==> src/include/mrcr_pkg.sv <==
package mrcr_pkg;
  // Register offsets (byte addresses)
  localparam logic [11:0] MRCR_MASTER_RESET_REVISION_OFS = 12'h000;
  localparam logic [11:0] MRCR_MASTER_CONFIGURATION_OFS  = 12'h010;
  // Reset values
  localparam logic [15:0] MRCR_REG_RESET_VAL = 16'h0000;
  // Reset/revision fields
  localparam int MRCR_SOFT_RESET_BIT = 0;
  localparam int MRCR_REV_LSB        = 8;
  // Master configuration fields
  localparam int MRCR_RX_DMA_EN_BIT    = 0;
  localparam int MRCR_RX_BURST_LSB     = 1;
  localparam int MRCR_TX_DMA_EN_BIT    = 3;
  localparam int MRCR_TX_BURST_LSB     = 4;
  localparam int MRCR_BYTE_ORDER_BIT   = 6;
  localparam int MRCR_TESTER_PORT_LSB  = 7;
  localparam int MRCR_RX_ARB_LSB       = 12;
  localparam int MRCR_TX_ARB_LSB       = 14;
  // Burst caps in dwords, indexed by the 2-bit limit code
  localparam logic [8:0] MRCR_BURST_32  = 9'h020;
  localparam logic [8:0] MRCR_BURST_64  = 9'h040;
  localparam logic [8:0] MRCR_BURST_128 = 9'h080;
  localparam logic [8:0] MRCR_BURST_256 = 9'h100;
  // Tester port codes
  localparam logic [4:0] MRCR_PORT_LAST_LOW = 5'h0f;
  localparam logic [4:0] MRCR_PORT_HS0      = 5'h10;
  localparam logic [4:0] MRCR_PORT_HS1      = 5'h11;
  // Arbitration modes
  typedef enum logic [1:0] {
    MRCR_ARB_ROUND_ROBIN = 2'b00,
    MRCR_ARB_FIXED_2     = 2'b01,
    MRCR_ARB_FIXED_16    = 2'b10,
    MRCR_ARB_FIXED_64    = 2'b11
  } mrcr_arb_t;
  // Fixed priority channel counts
  localparam logic [6:0] MRCR_FIXED_NONE = 7'h00;
  localparam logic [6:0] MRCR_FIXED_2    = 7'h02;
  localparam logic [6:0] MRCR_FIXED_16   = 7'h10;
  localparam logic [6:0] MRCR_FIXED_64   = 7'h40;
endpackage

==> src/mrcr_dma_decode.sv <==
`timescale 1ns/10ps
// Decodes one DMA direction's burst cap and arbitration span
module mrcr_dma_decode
  import mrcr_pkg::*;
(
  input  wire logic [1:0] BURST_CODE_I,  // Burst limit field
  input  wire logic [1:0] ARB_CODE_I,    // Arbitration field
  output logic      [8:0] BURST_MAX_O,   // Max dwords per burst
  output logic      [6:0] FIXED_CNT_O    // Channels in fixed priority
);
  // Burst cap lookup
  always_comb begin
    unique case (BURST_CODE_I)
      2'b00:   BURST_MAX_O = MRCR_BURST_32;
      2'b01:   BURST_MAX_O = MRCR_BURST_64;
      2'b10:   BURST_MAX_O = MRCR_BURST_128;
      2'b11:   BURST_MAX_O = MRCR_BURST_256;
    endcase
  end
  // Fixed priority span, lower channel wins, rest round robin
  always_comb begin
    unique case (mrcr_arb_t'(ARB_CODE_I))
      MRCR_ARB_ROUND_ROBIN: FIXED_CNT_O = MRCR_FIXED_NONE;
      MRCR_ARB_FIXED_2:     FIXED_CNT_O = MRCR_FIXED_2;
      MRCR_ARB_FIXED_16:    FIXED_CNT_O = MRCR_FIXED_16;
      MRCR_ARB_FIXED_64:    FIXED_CNT_O = MRCR_FIXED_64;
    endcase
  end
endmodule // mrcr_dma_decode

==> src/mrcr_regs.sv <==
`timescale 1ns/10ps
// Limitation: a configuration write while the soft reset bit is set
// is lost, so software clears that bit before configuring.
module mrcr_regs
  import mrcr_pkg::*;
#(
  parameter logic [7:0] CHIP_REVISION = 8'h01, // Arbitrary value
  parameter int         BRIDGE_W      = 16     // Bridge mode control width
)(
  input  wire logic                REF_CLK_I,        // System clock
  input  wire logic                RESET_I,          // Hardware bus reset
  input  wire logic                REG_WR_I,         // Register write strobe
  input  wire logic                REG_RD_I,         // Register read strobe
  input  wire logic [11:0]         REG_ADDR_I,       // Register byte address
  input  wire logic [15:0]         REG_WDATA_I,      // Write data
  output logic      [15:0]         REG_RDATA_O,      // Read data
  input  wire logic                BRIDGE_WR_I,      // Bridge mode write strobe
  input  wire logic [BRIDGE_W-1:0] BRIDGE_WDATA_I,   // Bridge mode write data
  output logic      [BRIDGE_W-1:0] BRIDGE_MODE_O,    // Bridge mode control
  input  wire logic [31:0]         PKT_DATA_I,       // Packet word, internal order
  output logic      [31:0]         PKT_BUS_DATA_O,   // Packet word, bus order
  output logic                     SOFT_RESET_O,     // Soft reset active
  output logic                     BUS_OUT_EN_N_O,   // Bus driver enable, low drives
  output logic                     RX_DMA_EN_O,      // Receive DMA may move data
  output logic                     TX_DMA_EN_O,      // Transmit DMA may move data
  output logic      [8:0]          RX_BURST_MAX_O,   // Receive burst cap, dwords
  output logic      [8:0]          TX_BURST_MAX_O,   // Transmit burst cap, dwords
  output logic                     BIG_ENDIAN_O,     // Packet byte order
  output logic      [4:0]          TESTER_PORT_O,    // Tester port code
  output logic                     TESTER_HI_SPEED_O,// Tester on high-speed port
  output logic                     TESTER_VALID_O,   // Tester code is usable
  output logic      [1:0]          RX_ARB_MODE_O,    // Receive arbitration mode
  output logic      [1:0]          TX_ARB_MODE_O,    // Transmit arbitration mode
  output logic      [6:0]          RX_FIXED_CNT_O,   // Receive fixed-priority span
  output logic      [6:0]          TX_FIXED_CNT_O    // Transmit fixed-priority span
);

  // Register state and next values
  logic                soft_reset_r;    // Software reset bit
  logic                soft_reset_nxt;  // Next soft reset
  logic [15:0]         config_r;        // Master configuration word
  logic [15:0]         config_nxt;      // Next configuration
  logic [BRIDGE_W-1:0] bridge_r;        // Bridge mode control
  logic [BRIDGE_W-1:0] bridge_nxt;      // Next bridge mode
  logic [15:0]         rdata_r;         // Registered read data
  logic [15:0]         rdata_nxt;       // Next read data
  logic [31:0]         pkt_r;           // Registered packet word
  logic [31:0]         pkt_nxt;         // Next packet word

  // Address and strobe decode
  logic                sel_rst;         // Reset/revision selected
  logic                sel_cfg;         // Configuration selected
  logic                rst_wr;          // Write to reset/revision
  logic                cfg_wr;          // Write to configuration
  logic                rst_rd;          // Read of reset/revision
  logic                cfg_rd;          // Read of configuration

  // Configuration field views
  logic [1:0]          rx_burst_code;   // Receive burst limit field
  logic [1:0]          tx_burst_code;   // Transmit burst limit field
  logic [1:0]          rx_arb_code;     // Receive arbitration field
  logic [1:0]          tx_arb_code;     // Transmit arbitration field
  logic [4:0]          tester_code;     // Tester port field
  logic                pkt_big;         // Packet words byte-reversed

  // Address decode, full byte address compared
  assign sel_rst = (REG_ADDR_I == MRCR_MASTER_RESET_REVISION_OFS);
  assign sel_cfg = (REG_ADDR_I == MRCR_MASTER_CONFIGURATION_OFS);

  // Qualified strobes, unmapped addresses fall through
  assign rst_wr = REG_WR_I && sel_rst;
  assign cfg_wr = REG_WR_I && sel_cfg;
  assign rst_rd = REG_RD_I && sel_rst;
  assign cfg_rd = REG_RD_I && sel_cfg;

  // Field views of the configuration word
  assign rx_burst_code = config_r[MRCR_RX_BURST_LSB +: 2];
  assign tx_burst_code = config_r[MRCR_TX_BURST_LSB +: 2];
  assign rx_arb_code   = config_r[MRCR_RX_ARB_LSB +: 2];
  assign tx_arb_code   = config_r[MRCR_TX_ARB_LSB +: 2];
  assign tester_code   = config_r[MRCR_TESTER_PORT_LSB +: 5];
  assign pkt_big       = config_r[MRCR_BYTE_ORDER_BIT];

  // Next values of the control registers
  always_comb begin
    soft_reset_nxt = soft_reset_r;
    config_nxt     = config_r;
    bridge_nxt     = bridge_r;
    // Only the low bit of that word is storage, the rest is ignored
    if (rst_wr) begin
      soft_reset_nxt = REG_WDATA_I[MRCR_SOFT_RESET_BIT];
    end
    // Host word taken as is, register order is fixed
    if (cfg_wr) begin
      config_nxt = REG_WDATA_I;
    end
    // Soft reset wins over a write in the same cycle
    if (soft_reset_r) begin
      config_nxt = MRCR_REG_RESET_VAL;
    end
    // Bridge mode has its own strobe, soft reset leaves it alone
    if (BRIDGE_WR_I) begin
      bridge_nxt = BRIDGE_WDATA_I;
    end
  end

  // Control registers, only the hardware reset clears them all
  always_ff @(posedge REF_CLK_I or posedge RESET_I) begin
    if (RESET_I) begin
      // The pin clears the soft reset bit too
      soft_reset_r <= 1'b0;
      config_r     <= MRCR_REG_RESET_VAL;
      bridge_r     <= '0;
    end else begin
      // Normal update from the next-value logic
      soft_reset_r <= soft_reset_nxt;
      config_r     <= config_nxt;
      bridge_r     <= bridge_nxt;
    end
  end

  // Next read data, zero when idle or unmapped
  always_comb begin
    rdata_nxt = MRCR_REG_RESET_VAL;
    if (rst_rd) begin
      // Revision byte above, reserved bits read zero
      rdata_nxt = {CHIP_REVISION, 7'h00, soft_reset_r};
    end else if (cfg_rd) begin
      // Register reads stay little-endian
      rdata_nxt = config_r;
    end
  end

  // Read data register, stands one cycle after the strobe
  always_ff @(posedge REF_CLK_I or posedge RESET_I) begin
    if (RESET_I) begin
      // Bus sees zero until the first read
      rdata_r <= MRCR_REG_RESET_VAL;
    end else begin
      rdata_r <= rdata_nxt;
    end
  end

  // Next packet word, byte steering by the order bit
  always_comb begin
    if (pkt_big) begin
      // Low byte goes to the highest byte lane
      pkt_nxt = {PKT_DATA_I[7:0], PKT_DATA_I[15:8],
                 PKT_DATA_I[23:16], PKT_DATA_I[31:24]};
    end else begin
      // Low byte stays in the lowest byte lane
      pkt_nxt = PKT_DATA_I;
    end
  end

  // Packet word register, one cycle of latency
  always_ff @(posedge REF_CLK_I or posedge RESET_I) begin
    if (RESET_I) begin
      // Packet pipe empties on hardware reset
      pkt_r <= '0;
    end else begin
      pkt_r <= pkt_nxt;
    end
  end

  // Receive side decode
  mrcr_dma_decode u_rx_decode (
    .BURST_CODE_I (rx_burst_code),
    .ARB_CODE_I   (rx_arb_code),
    .BURST_MAX_O  (RX_BURST_MAX_O),
    .FIXED_CNT_O  (RX_FIXED_CNT_O)
  );

  // Transmit side decode
  mrcr_dma_decode u_tx_decode (
    .BURST_CODE_I (tx_burst_code),
    .ARB_CODE_I   (tx_arb_code),
    .BURST_MAX_O  (TX_BURST_MAX_O),
    .FIXED_CNT_O  (TX_FIXED_CNT_O)
  );

  // Register and packet outputs straight from flip-flops
  assign REG_RDATA_O       = rdata_r;
  assign PKT_BUS_DATA_O    = pkt_r;
  assign BRIDGE_MODE_O     = bridge_r;
  // Soft reset level for the rest of the chip
  assign SOFT_RESET_O      = soft_reset_r;
  // Only the hardware reset releases the bus drivers
  assign BUS_OUT_EN_N_O    = RESET_I;
  // DMA gates, each enable covers one direction only, the packet word pipe runs either way
  assign RX_DMA_EN_O       = config_r[MRCR_RX_DMA_EN_BIT];
  assign TX_DMA_EN_O       = config_r[MRCR_TX_DMA_EN_BIT];
  assign BIG_ENDIAN_O      = pkt_big;
  // Tester port, codes above the high-speed pair are unused
  assign TESTER_PORT_O     = tester_code;
  assign TESTER_HI_SPEED_O = (tester_code == MRCR_PORT_HS0) ||
                             (tester_code == MRCR_PORT_HS1);
  assign TESTER_VALID_O    = (tester_code <= MRCR_PORT_LAST_LOW) ||
                             TESTER_HI_SPEED_O;
  // Arbitration modes passed to the FIFO schedulers
  assign RX_ARB_MODE_O     = rx_arb_code;
  assign TX_ARB_MODE_O     = tx_arb_code;
endmodule // mrcr_regs

==> config.mk <==
export PLATFORM = sky130hd
export DESIGN_NAME = mrcr_regs
export DESIGN_NICKNAME = d
export VERILOG_FILES = /design/src/include/mrcr_pkg.sv /design/src/mrcr_dma_decode.sv /design/src/mrcr_regs.sv
export SDC_FILE = /design/constraint.sdc
export NUM_CORES = 1
export LEC_CHECK = 0
export BUFFER_PORTS_ARGS = -buffer_cell sky130_fd_sc_hd__buf_4
export CORE_MARGIN = 2
export CORE_UTILIZATION = 44
export CTS_CLUSTER_SIZE = 16
export DETAILED_ROUTE_END_ITERATION = 10
export MAX_ROUTING_LAYER = met4
export PLACE_DENSITY_LB_ADDON = 0.1
export SLEW_MARGIN = 20
export SYNTH_ARGS = -nofsm -noshare
export SYNTH_HDL_FRONTEND = slang
export SYNTH_SLANG_ARGS = --single-unit
==> constraint.sdc <==
create_clock -name REF_CLK_I -period 2.38 [get_ports REF_CLK_I]
set_input_delay 0 -clock REF_CLK_I [delete_from_list [all_inputs] [get_ports REF_CLK_I]]
set_output_delay 0 -clock REF_CLK_I [all_outputs]
set_load 0.005 [all_outputs]
==> results.yml <==
cells_and_area:
  layout.cells.non_filler: 587
  final_cell_mix: "buf_4, dlygate4sd3_1, dfrtp_1, mux2_2, conb_1"
  nNetsFinal: 564
  antennaDiodeCount: 0
  drive_above_1_share_pct: 52.46
  final_cell_area_um2: 5670
  syn_to_final_growth_pct: 70.89
  post-route-util_pct: 77.76
  final_common_cell: "buf_4"
logic_synthesis:
  yosys_warnings: 0
  syn_area_um2: 3318
  yosysSeqAreaShare_pct: 61.09
  ys_types: 27
  ys_ff_latch: 81
  netlist_instances: 234
  syn_avg_cell_area_um2: 14.18
drt:
  vias: 2653
  viasPerCell: 4.520
  wl_met2_mm: 4.473
  first_pass_iters: 4
  dr_wl_met3_um: 561
  drt-initial-drc-count: 74
  wl_per_cell_um: 14.77
  wl_met1_mm: 3.504
  dr.max_layer_used: "met4"
  drtAntennaViolNets: 0
  wl_mm: 8.672
  drc: 0
timing:
  slew_headroom_pct: 56.59
  hold_viol_final: 0
  skew_ps: 4.957
  fin_setup_tns_ps: 0
  period_needed_ps: 1817
  fin_crit_sh_pct: 76.35
  tightest_slew_ps: 650.5
  rsz0062_at_grt: "false"
  finalWorstSetupSlack_ps: 562.9
  fmax_ghz: 0.5503
  setup_viol: 0
  timing.hold.ws_ps: 87.38
  drv_slew: 0
clock_network:
  clk_pin_slew_ps: 80
  clk_latency_ps: 340
  cts_root_buf: "clkbuf_8"
  clock_sinks: 81
  numCtsBuffers: 9
  cts_tree: "done"
  cts_buffer_depth: 2
  htree_levels: 3
  postCtsSetupBuffers: 0
hold_path:
  holdPathStages: 2
  min_path_type: "input pin to flip-flop"
  min_from: "BRIDGE_WR_I"
  min_to: "BRIDGE_MODE_O[3]"
worst_setup_path:
  reg2reg_from: "config_r[6]"
  r2r_cells: 3
  critPathMaxStageDelay_ps: 560
  path_max_fanout: 34
  cp_top_family: "buffers and inverters"
  crit_buf_inv: 2
  required_ps: 2600
  endpoint_kind: "flip-flop"
  cp_cell_sequence: "buf_4 > mux2_2 > dlygate4sd3_1"
  regToRegSetupSlack_ps: 560
  cp_slowest_cell: "dlygate4sd3_1"
  r2r-end: "PKT_BUS_DATA_O[5]"
  cp-start-kind: "flip-flop"
  critPathArrivalTime_ps: 2040
  worstSetupPathType: "flip-flop to flip-flop"
floorplan:
  die_w_um: 90.84
  die_area_um2: 8252
  core_area_um2: 7292
  start_util_pct: 45.50
  placementRows: 31
  io_pins: 193
  die_h_um: 90.84
placed_design:
  pre_cts_ws_ps: 721.2
  gp_congestion: 0.7231
  dp.final_hpwl_mm: 5.443
  numPortBuffers: 174
  placed_area_um2: 4597
  dpl.cell_count: 489
global_route:
  antenna_found_initial: 0
  grt_max_degree: 45
  grt_pass1_wl_mm: 14.33
  grt_usage_pct: 22.67
  grt_pass1_vias: 2847
  grt_overflow_total: 0
job:
  maxCapViolations: 0
pwr:
  finalPower_mw: 3.112
  power_density_nw_per_um2: 548.9
  leakage_nw: 2.840
  ir_drop_mv: 0.2824
run_status:
  status: "completed"
-- synthesized netlist by cell type --
library cell	n	area, um^2
dfrtp_1	81	2027
mux2_2	49	551.8
buf_4	28	210.2
and3_1	14	87.58
a22o_2	10	100.1
nor2b_1	9	56.30
clkbuf_1	7	26.28
a22o_1	6	52.55
and2_1	5	31.28
buf_1	3	11.26
nor4_1	3	18.77
inv_1	2	7.510
nand2b_1	2	12.51
nor2_1	2	7.510
a21boi_0	1	7.510
a41oi_1	1	8.760
and4_1	1	8.760
buf_6	1	11.26
conb_1	1	3.750
mux2i_1	1	10.01
nand3b_1	1	7.510
nor3_1	1	5.000
nor4_4	1	21.27
nor4b_1	1	8.760
or3_1	1	6.260
or4_1	1	7.510
or4_4	1	11.26
-- metal layers --
layer	vias up	track usage [%]
li1	1280	-
met3	9	4.925
met4	0	8.081
met1	1252	27.28
met5	-	-
met2	112	37.87
-- cells by family (layout without fill, tap and decap cells) --
| group | count (synthesis) | count (layout) | share of synthesized area, % |
|---|---|---|---|
| DFF | 81 | 81 | 61.09 |
| muxes | 50 | 50 | 16.93 |
| and+or+nand+nor | 43 | 43 | 8.748 |
| buffers and inverters | 41 | 278 | 8.032 |
| AOI/OAI and AO/OA | 18 | 18 | 5.091 |
| other | 1 | 18 | 0.1130 |
-- power by group --
group	internal, mW	switching [mW]	leakage [nW]
sequential	1.43	0.0236	1.02
clock	0.729	0.492	0.123
combinational	0.292	0.146	1.70
-- cell type report --
cell class                      instances  area [um^2]
Multi-Input combinational cell        129         1089
Inverter                                2        8.758
Sequential cell                        81         2027
Clock inverter                          6        115.1
Fill cell                             450         1622
Timing Repair Buffer                  260         2170
Clock buffer                           10        137.6
Tap cell                               99        123.9
-- how the worst max path moves through the flow --
stage | startpoint | to | slack (ps) | cells after the start
2_1_floorplan | RESET_I | BRIDGE_MODE_O[0] | 300 | 1
3_3_place_gp | REG_ADDR_I[9] | config_r[5] | 740 | 5
3_5_place_dp | REG_ADDR_I[9] | config_r[3] | 720 | 5
4_1_cts | config_r[6] | PKT_BUS_DATA_O[11] | 590 | 3
5_1_grt | config_r[6] | PKT_BUS_DATA_O[5] | 490 | 3
6_report | config_r[6] | PKT_BUS_DATA_O[5] | 560 | 3
-- state kept, by name (all words and copies together), names as in the netlist --
| name | cells |
|---|---|
| SOFT_RESET_O | 1 |
| BRIDGE_MODE_O | 16 |
| PKT_BUS_DATA_O | 32 |
| config_r | 16 |
| REG_RDATA_O | 16 |
-- worst reg2reg max path: stages, from the launching register on --
cell           delay, ps
dfrtp_1              350
buf_4                390
mux2_2               400
dlygate4sd3_1        560
-- repair_timing --
item / 4_1_cts / 5_1_grt
hold buffers: 82 / 0
hold endpoints to repair: 103 / 0
setup endpoints to repair: 0 / 0
resized for setup: 0 / 0
(Power assumes the default switching activity.)
